--- config.mk ---
export PLATFORM = sky130hd
export DESIGN_NAME = vtam_top
export DESIGN_NICKNAME = d
export VERILOG_FILES = /design/src/vtam_pkg.sv /design/src/vtam_top.sv
export SDC_FILE = /design/constraint.sdc
export NUM_CORES = 1
export LEC_CHECK = 0
export BUFFER_PORTS_ARGS = -buffer_cell sky130_fd_sc_hd__buf_4
export CORE_ASPECT_RATIO = 1.4
export CORE_MARGIN = 4
export CORE_UTILIZATION = 41
export CTS_CLUSTER_DIAMETER = 120
export DETAILED_ROUTE_END_ITERATION = 6
export GPL_ROUTABILITY_DRIVEN = 0
export PLACE_DENSITY = 0.71
export SLEW_MARGIN = 20
export SYNTH_ARGS = -nofsm -noshare
export SYNTH_HDL_FRONTEND = slang
export SYNTH_SLANG_ARGS = --single-unit
export TNS_END_PERCENT = 1
--- constraint.sdc ---
create_clock -name core_clk -period 3.7 [get_ports core_clk]
set_input_delay 0.37 -clock core_clk [delete_from_list [all_inputs] [get_ports core_clk]]
set_output_delay 0.37 -clock core_clk [all_outputs]
set_load 0.02 [all_outputs]
--- src/vtam_pkg.sv ---
/*
  Constants for the valve travel alert monitor: travel scaling, setting
  ranges, drive extremes and timing.
  Assumes travel is carried as signed hundredths of a percent of ranged
  travel, so 100 % is 10000 counts.
*/
package vtam_pkg;
  // ------------------------------------------------------------
  // travel scaling and setting ranges
  // ------------------------------------------------------------
  localparam int TRV_W = 16;
  localparam logic signed [15:0] PCT_MIN = 16'shf63c; // -25 %
  localparam logic signed [15:0] PCT_MAX = 16'sh30d4; // 125 %
  localparam logic signed [15:0] DEV_MIN = 16'sh0000; // 0 %
  localparam logic signed [15:0] DEV_MAX = 16'sh2710; // 100 %
  localparam logic [31:0] FULL_SPAN = 32'h0000_2710;  // 100 % in counts
  localparam logic [5:0] DEV_T_MIN = 6'h01;           // seconds
  localparam logic [5:0] DEV_T_MAX = 6'h3c;           // seconds
  localparam logic [8:0] MOVE_T_MAX = 9'h190;         // seconds
  // ------------------------------------------------------------
  // drive extremes and alert layout (hi, lo, hi-hi, lo-lo)
  // ------------------------------------------------------------
  localparam logic signed [15:0] DRV_MAX = 16'sh7fff;
  localparam logic signed [15:0] DRV_MIN = 16'sh8000;
  localparam logic [3:0] ALERT_UP = 4'h5;             // bits 0,2 look upward
  // ------------------------------------------------------------
  // timing
  // ------------------------------------------------------------
  localparam longint CLK_HZ = 200000000;
  localparam int SAMPLE_HZ = 1000;                    // sample ticks a second
  localparam longint WDG_MS = 100;                    // watchdog time, ms
  localparam int WDG_CYC = int'(WDG_MS * CLK_HZ / 1000);
endpackage

--- src/vtam_top.sv ---
/*
  Valve travel alert monitor: travel alerts, deviation alert, cutoffs,
  target limits, opening/closing rate limits and a watchdog.
  Assumes travel, target, tick, rearm and settings come from logic on
  core_clk; settings are held stable by the processor.
*/
// How it works
// an alert rises when travel passes above its high point or below its low point.
// a raised alert holds until travel is back past the point by the deadband.
// hi, lo, hi-hi and lo-lo alerts are four separate comparisons.
// the deadband setting is clamped to -25 % .. 125 %.
// each alert point setting is clamped to -25 % .. 125 %.
// beyond a cutoff the drive goes to max or min by cutoff side and zero polarity.
// beyond a cutoff the opening and closing rate limits are bypassed.
// deviation alert rises only after the deviation exceeds its point beyond the time.
// deviation alert holds until the deviation drops below its point.
// the deviation point is clamped to 0 % .. 100 %.
// the deviation time is clamped to 1 .. 60 seconds.
// the travel target is clamped between the low and high travel limits.
// the processor rearms the watchdog; a missed rearm resets the whole block.
// travel steps obey minimum opening and closing times of 0 .. 400 s, 0 meaning off.
// alert comparisons and the deviation timer advance once a sample tick and alerts clear at reset.
`timescale 1ns/1ps
module vtam_top import vtam_pkg::*; #(
  parameter int SAMPLE_RATE = SAMPLE_HZ,
  parameter int WDG_CYCLES = WDG_CYC
) (
  // clock and reset
  input wire logic core_clk,
  input wire logic rst_n,
  // sampled travel
  input wire logic sample_tick,
  input wire logic signed [15:0] travel,
  input wire logic signed [15:0] target,
  // alert settings
  input wire logic signed [15:0] pt_hi,
  input wire logic signed [15:0] pt_lo,
  input wire logic signed [15:0] pt_hh,
  input wire logic signed [15:0] pt_ll,
  input wire logic signed [15:0] alert_db,
  input wire logic signed [15:0] dev_pt,
  input wire logic [5:0] dev_time_s,
  // cutoffs, limits, rates
  input wire logic signed [15:0] cut_hi,
  input wire logic signed [15:0] cut_lo,
  input wire logic signed [15:0] lim_hi,
  input wire logic signed [15:0] lim_lo,
  input wire logic [8:0] open_time_s,
  input wire logic [8:0] close_time_s,
  input wire logic zero_closes,
  // watchdog
  input wire logic wdg_rearm,
  // results
  output logic alert_hi,
  output logic alert_lo,
  output logic alert_hh,
  output logic alert_ll,
  output logic dev_alert,
  output logic cut_active,
  output logic signed [15:0] drive,
  output logic wdg_reset
);
  initial begin
    if (SAMPLE_RATE < 1 || SAMPLE_RATE > 100000 || WDG_CYCLES < 2) begin
      $error("vtam_top: unsupported parameter value");
    end
  end

  // ------------------------------------------------------------
  // state and helpers
  // ------------------------------------------------------------
  typedef struct packed {
    logic [3:0] alert;
    logic dev;
    logic [31:0] dev_cnt;
    logic signed [15:0] sp;
    logic [31:0] acc;
    logic [31:0] wdg;
    logic cut_hi;
    logic cut_lo;
    logic cut;
    logic signed [15:0] drive;
    logic wdg_rst;
  } vtam_state_s;

  localparam vtam_state_s ST_RST = '0;

  function automatic logic signed [15:0] clamp16(input logic signed [15:0] v,
      input logic signed [15:0] lo, input logic signed [15:0] hi);
    return (v < lo) ? lo : ((v > hi) ? hi : v);
  endfunction

  logic rst_m_r;
  logic rst_sync_n;
  vtam_state_s s_r;
  vtam_state_s s_nxt;

  // ------------------------------------------------------------
  // clamped settings
  // ------------------------------------------------------------
  logic signed [15:0] pt_c [4];
  logic signed [17:0] db_x;
  logic signed [15:0] dpt_c;
  logic [5:0] dt_c;
  logic signed [15:0] lim_hi_c;
  logic signed [15:0] lim_lo_c;
  logic signed [15:0] tgt_c;
  logic [31:0] dev_lim;
  logic [31:0] per_open;
  logic [31:0] per_close;
  logic signed [17:0] tr_x;
  logic signed [17:0] diff;
  logic [17:0] adiff;
  logic wdg_exp;

  // settings outside their range are pinned to the nearest legal value
  always_comb begin
    pt_c[0] = clamp16(pt_hi, PCT_MIN, PCT_MAX);
    pt_c[1] = clamp16(pt_lo, PCT_MIN, PCT_MAX);
    pt_c[2] = clamp16(pt_hh, PCT_MIN, PCT_MAX);
    pt_c[3] = clamp16(pt_ll, PCT_MIN, PCT_MAX);
    db_x = 18'(clamp16(alert_db, PCT_MIN, PCT_MAX));
    dpt_c = clamp16(dev_pt, DEV_MIN, DEV_MAX);
    dt_c = (dev_time_s < DEV_T_MIN) ? DEV_T_MIN :
           ((dev_time_s > DEV_T_MAX) ? DEV_T_MAX : dev_time_s);
    lim_hi_c = clamp16(lim_hi, PCT_MIN, PCT_MAX);
    lim_lo_c = clamp16(lim_lo, PCT_MIN, PCT_MAX);
    tgt_c = clamp16(target, lim_lo_c, lim_hi_c);
    dev_lim = 32'(dt_c) * 32'(SAMPLE_RATE);
    per_open = 32'((open_time_s > MOVE_T_MAX) ? MOVE_T_MAX : open_time_s)
               * 32'(SAMPLE_RATE);
    per_close = 32'((close_time_s > MOVE_T_MAX) ? MOVE_T_MAX : close_time_s)
                * 32'(SAMPLE_RATE);
    tr_x = 18'(travel);
    diff = 18'(tgt_c) - tr_x;
    adiff = diff[17] ? 18'(-diff) : 18'(diff);
    wdg_exp = (s_r.wdg == 32'(WDG_CYCLES - 1));
  end

  // ------------------------------------------------------------
  // next state
  // ------------------------------------------------------------
  // everything except the rate stepper, drive and watchdog waits for a sample tick
  always_comb begin
    logic signed [17:0] p;
    logic set;
    logic clr;
    s_nxt = s_r;
    p = '0;
    set = 1'b0;
    clr = 1'b0;
    s_nxt.wdg_rst = 1'b0;
    if (sample_tick) begin
      for (int i = 0; i < 4; i++) begin
        p = 18'(pt_c[i]);
        if (ALERT_UP[i]) begin
          set = tr_x > p;
          clr = tr_x <= p - db_x;
        end else begin
          set = tr_x < p;
          clr = tr_x >= p + db_x;
        end
        s_nxt.alert[i] = s_r.alert[i] ? !clr : set;
      end
      // continuity is broken as soon as the deviation stops exceeding
      if (adiff > 18'(dpt_c)) begin
        if (s_r.dev_cnt >= dev_lim) begin
          s_nxt.dev = 1'b1;
        end else begin
          s_nxt.dev_cnt = s_r.dev_cnt + 32'h1;
        end
      end else begin
        s_nxt.dev_cnt = '0;
        if (adiff < 18'(dpt_c)) begin
          s_nxt.dev = 1'b0;
        end
      end
      s_nxt.cut_hi = travel > clamp16(cut_hi, PCT_MIN, PCT_MAX);
      s_nxt.cut_lo = travel < clamp16(cut_lo, PCT_MIN, PCT_MAX);
      s_nxt.cut = s_nxt.cut_hi | s_nxt.cut_lo;
    end
    // rate stepper: one count per cycle, credit of full span per tick
    if (s_r.cut_hi || s_r.cut_lo) begin
      s_nxt.sp = tgt_c;
      s_nxt.acc = '0;
    end else if (tgt_c > s_r.sp) begin
      if (per_open == 32'h0) begin
        s_nxt.sp = tgt_c;
        s_nxt.acc = '0;
      end else begin
        s_nxt.acc = s_r.acc + (sample_tick ? FULL_SPAN : 32'h0);
        if (s_nxt.acc >= per_open) begin
          s_nxt.acc = s_nxt.acc - per_open;
          s_nxt.sp = s_r.sp + 16'sh0001;
        end
      end
    end else if (tgt_c < s_r.sp) begin
      if (per_close == 32'h0) begin
        s_nxt.sp = tgt_c;
        s_nxt.acc = '0;
      end else begin
        s_nxt.acc = s_r.acc + (sample_tick ? FULL_SPAN : 32'h0);
        if (s_nxt.acc >= per_close) begin
          s_nxt.acc = s_nxt.acc - per_close;
          s_nxt.sp = s_r.sp - 16'sh0001;
        end
      end
    end else begin
      s_nxt.acc = '0;
    end
    // drive follows the cutoff flags as they stand this cycle
    if (s_r.cut_hi) begin
      s_nxt.drive = zero_closes ? DRV_MAX : DRV_MIN;
    end else if (s_r.cut_lo) begin
      s_nxt.drive = zero_closes ? DRV_MIN : DRV_MAX;
    end else begin
      s_nxt.drive = s_nxt.sp;
    end
    // a missed rearm throws away all state, like a power-up
    s_nxt.wdg = wdg_rearm ? 32'h0 : s_r.wdg + 32'h1;
    if (wdg_exp) begin
      s_nxt = ST_RST;
      s_nxt.wdg_rst = 1'b1;
    end
  end

  // ------------------------------------------------------------
  // registers
  // ------------------------------------------------------------
  // reset release is synchronised so no flop leaves reset mid-edge
  always_ff @(posedge core_clk or negedge rst_n) begin
    if (!rst_n) begin
      rst_m_r <= 1'b0;
      rst_sync_n <= 1'b0;
    end else begin
      rst_m_r <= 1'b1;
      rst_sync_n <= rst_m_r;
    end
  end

  // all alerts clear at reset
  always_ff @(posedge core_clk or negedge rst_sync_n) begin
    if (!rst_sync_n) begin
      s_r <= ST_RST;
    end else begin
      s_r <= s_nxt;
    end
  end

  // outputs straight from the state flops
  assign alert_hi = s_r.alert[0];
  assign alert_lo = s_r.alert[1];
  assign alert_hh = s_r.alert[2];
  assign alert_ll = s_r.alert[3];
  assign dev_alert = s_r.dev;
  assign cut_active = s_r.cut;
  assign drive = s_r.drive;
  assign wdg_reset = s_r.wdg_rst;

  // ------------------------------------------------------------
  // checks
  // ------------------------------------------------------------
  property p_hi_set;
    @(posedge core_clk) disable iff (!rst_sync_n)
    // a negative deadband may drop a raised alert while still above its point
    (sample_tick && !wdg_exp && tr_x > 18'(pt_c[0]) &&
     (!alert_hi || tr_x > 18'(pt_c[0]) - db_x)) |=> alert_hi;
  endproperty
  a_hi_set: assert property (p_hi_set) else $error("high alert missed");

  property p_lo_hold;
    @(posedge core_clk) disable iff (!rst_sync_n)
    (alert_lo && sample_tick && !wdg_exp && tr_x < 18'(pt_c[1]) + db_x) |=> alert_lo;
  endproperty
  a_lo_hold: assert property (p_lo_hold) else $error("low alert dropped early");

  property p_ll_set;
    @(posedge core_clk) disable iff (!rst_sync_n)
    (sample_tick && !wdg_exp && tr_x < 18'(pt_c[3]) &&
     (!alert_ll || tr_x < 18'(pt_c[3]) + db_x)) |=> alert_ll;
  endproperty
  a_ll_set: assert property (p_ll_set) else $error("low-low alert missed");

  property p_cut_drive;
    @(posedge core_clk) disable iff (!rst_sync_n)
    (s_r.cut_hi && zero_closes && !wdg_exp) |=> drive == DRV_MAX;
  endproperty
  a_cut_drive: assert property (p_cut_drive) else $error("cutoff drive wrong");

  property p_cut_norate;
    @(posedge core_clk) disable iff (!rst_sync_n)
    (cut_active && !wdg_exp) |=> s_r.sp == $past(tgt_c);
  endproperty
  a_cut_norate: assert property (p_cut_norate) else $error("rate limit in cutoff");

  property p_dev_rise;
    @(posedge core_clk) disable iff (!rst_sync_n)
    $rose(dev_alert) |-> $past(s_r.dev_cnt) >= $past(dev_lim);
  endproperty
  a_dev_rise: assert property (p_dev_rise) else $error("deviation alert early");

  property p_dev_clear;
    @(posedge core_clk) disable iff (!rst_sync_n)
    (dev_alert && sample_tick && adiff < 18'(dpt_c)) |=> !dev_alert;
  endproperty
  a_dev_clear: assert property (p_dev_clear) else $error("deviation alert stuck");

  property p_tgt_clamp;
    @(posedge core_clk) disable iff (!rst_sync_n)
    (lim_lo_c <= lim_hi_c) |-> (tgt_c >= lim_lo_c && tgt_c <= lim_hi_c);
  endproperty
  a_tgt_clamp: assert property (p_tgt_clamp) else $error("target outside limits");

  property p_wdg;
    @(posedge core_clk) disable iff (!rst_sync_n)
    wdg_exp |=> (wdg_reset && !alert_hi && !alert_lo && !alert_hh && !alert_ll && !dev_alert);
  endproperty
  a_wdg: assert property (p_wdg) else $error("watchdog reset missing");
endmodule

==> impl_results.md <==
* Power density relative to cell area at 702 nW/µm²
* Setup TNS at -304800 ps
* R2R Setup Slk at -1060 ps
* Half-perimeter wire length after placement at 81300 µm
* Required time at the worst-slack endpoint at 4070 ps
* Largest family of logic cells by synthesized area: adder cells
* Share of synthesized area occupied by flip-flops and latches at 0.128
* Number of nets at the end of the flow at 5348
* Port Buffer Count at 243
* Mean area per synthesized cell at 7.70 µm²
* Share of total power in combinational logic at 0.852
* Simple-gate share of the synthesized area at 0.223
* Run status: complete, but fails checks
* Total number of yosys warnings at 0
* Predominant post-synthesis flop cell: dfrtp_1
* Slowest cell on the critical path: or4_1
* Most frequent cell on the critical path: a21o_1
* Starting DRT DRC Count at 2135
* Number of buffers and inverters on the critical path at 5
* Kind of end point of the critical path: flip-flop
* Initial core utilization at 0.414
* Max Slew Vio Count at 0
* Final setup violating endpoints at 98
* Drt via density at 5.65
* Number of distinct library cell variants in the gate-level netlist after synthesis at 97
* Final period utilization at 1.92
* Data arrival, critical path at 7490 ps
* Most common cell after layout, fill and taps aside: buf_4
* Core Area at 64400 µm²
* Violated checks: negative setup slack
* Clock share of power at 0.064
* Final Hold Violating Endpoints at 0
* Leakage power of the design at 19.4 nW
* Number of enable-type register cells in the synthesized netlist at 0
* Element type at the critical path start: input pin
* Post-placement cell area at 36500 µm²
* Number of clock sinks at 136
* Post-synthesis share of cell area spent on full adders, half adders and majority gates at 0.270
* Worst hold-check path type: input pin to flip-flop
* Sequential share of power at 0.085
* Most frequent cells in the layout: buf_4, ha_1, inv_1
* Minimum period implied by the final worst setup slack at 7120 ps
* Total die area at 69200 µm²
* Post-detailed-route wirelength per cell at 18.0 µm
* Delay of the slowest cell on the worst path at 420 ps
* Initial antenna violation count at 4
* Post-Layout Inst Area at 38000 µm²
* Horizontal die dimension at 224 µm
* Highest ir drop seen on vdd at 0.591 mV
* Internal power summed over all cells at 0.0142 W
* Fraction of final layout cells with drive strength greater than 1 at 0.316
* All-Layer GR Usage at 0.272
* Final worst-path setup slack at -3420 ps
* Antenna violation net count after detailed routing at 0
* Worst slew margin relative to its limit at 0.400
* Height of the chip at 310 µm
* Switching pwr at 0.0125 W
* Fraction of the mapped netlist area in compound gates at 0.228
* Slew at the pin with the worst max-slew slack at 889 ps
* Xor-xnor portion of the synthesized cell area at 0.0660
* Number of CTS-inserted buffers at 17
* Max clock buf depth at 2
* Unrepaired setup endpoints after global routing: true
* CP Max Fanout at 5
* First-pass GRT wire length at 154000 µm
* H-tree depth reported by CTS at 4
* Number of iterations in the first detailed-routing pass at 6
* Share of cell area taken by muxes after synthesis at 0.0172
* Count of unresolved DRC violations after routing at 0
* Post-Syn Instances at 3462
* Boundary pin count at 244
* Post-synthesis instance area at 26700 µm²
* Tot Pwr at 0.0267 W
* Site row count at 110
* Pin count of the biggest net entering global routing at 61
* Max-cap violation count at 0
* Clock skew after layout at 18.1 ps
* Critical path's top delay family: compound AO/OA/AOI/OAI gates
* Number of global-route vias before repair at 31200
* Maximum clock frequency at 141 MHz
* Clock tree from TritonCTS: done
* Clk_lat worst skew at 440 ps
* WL final at 97900 µm
* Reg clk slew, reported paths at 60 ps
* Gr ovfl total at 0
* Signed area change from the synthesized netlist to the final layout at 42.6%
* Kind of critical path: input pin to flip-flop
* Post-synth ARST share at 1.00
* Master cell of the clock root buffer: clkbuf_16
* Total number of vias at 30800
* Synthesized flop and latch total at 136
* Sw Share at 0.469
-- synth_stat cells (all sizes together) (42+ instances only) --
cell      n  area, µm²
ha      461       5770
inv     337       1260
nor2    289       1080
a21oi   240       1200
nand2   234        881
o21ai   204       1020
dfrtp   136       3400
xnor2   123       1080
nand3   111        556
nor3     98        495
clkbuf   79        297
xor2     78        683
o21a     74        556
a21o     72        541
fa       72       1440
nand2b   71        444
nand4    67        432
and3     51        319
nor2b    49        307
or3      47        299
and2     45        282
nor4     42        290
-- cells by family (layout without fill, tap and decap cells) --
family,count (synthesis),count (layout)
compound gates,922,922
flops,136,136
simple gates,1175,1175
xor+xnor,201,201
other cells,1,5
buf+inv,450,1594
fa+ha+maj,533,533
mux,44,44
-- final timing paths --
path	from	endpoint	cells after the start
max	lim_hi[0]	s_r[114]	41
min	wdg_rearm	s_r[26]	2
max reg2reg	s_r[60]	s_r[99]	18
min reg2reg	rst_m_r	rst_sync_n	0
max in group asynchronous	rst_sync_n	s_r[60]	1
min in group asynchronous	rst_n	rst_sync_n	2
-- area by class of cell --
class	instances	area, µm²
Antenna cell	3	7.51
Clock buffer	19	453
Clock inverter	13	120
Fill cell	5677	26400
Inverter	337	1260
Multi-Input combinational cell	2877	22400
Sequential cell	136	3410
Tap cell	840	1050
Timing Repair Buffer	1225	9330
-- power by group through the flow --
stage	registers, W	logic, W	clock network, W
2_1_floorplan	0.00213	0.0125	0
3_3_place_gp	0.00225	0.0209	0
3_5_place_dp	0.00225	0.0212	0
4_1_cts	0.00223	0.0220	0.00171
5_1_grt	0.00228	0.0249	0.00176
6_report	0.00226	0.0227	0.00170
-- worst register-to-register path, stage by stage (launching register included) --
cell,delay [ps]
dfrtp_1,360
ha_1,300
nand3_1,100
or3_4,410
nand3_1,200
and3_1,200
xor2_1,260
buf_4,180
ha_1,130
and3_1,200
nand3_1,150
or4_4,570
a21o_1,210
o211a_4,310
buf_4,190
a2111oi_4,360
xnor2_1,110
o211ai_1,280
o21ai_1,130
-- timing repair --
action | in CTS | in global routing
cloned | 1 | 2
gates resized for setup | 103 | 80
hold endpoints to repair | 2 | 0
buffers inserted | 14 | 10
pin swaps | 56 | 31
setup endpoints to repair | 98 | 98
hold buffers | 1 | 0
-- registers in the layout, summed over array words and instances, names as in the netlist --
register	flops
alert_hh	1
alert_hi	1
alert_ll	1
alert_lo	1
cut_active	1
dev_alert	1
drive	16
rst_m_r	1
rst_sync_n	1
s_r	111
wdg_reset	1
-- routing by layer --
layer  part of all wire  global-route usage
met5            0.00013                   0
met4              0.078               0.179
met3              0.056              0.0336
met2               0.51               0.504
met1               0.36               0.288
-- per-stage QoR --
step / hold slack [ps] / cells / utilization / setup slack [ps]
2_1_floorplan: 74.4 / 3463 / - / -3520
3_3_place_gp: 167 / 5387 / 0.566 / -4010
3_5_place_dp: 168 / 5387 / 0.566 / -4140
4_1_cts: 87.5 / 5435 / 0.584 / -3370
5_1_grt: 95.6 / 5449 / 0.590 / -3790
6_report: 101 / 5450 / 0.590 / -3420
(Power assumes the default switching activity.)
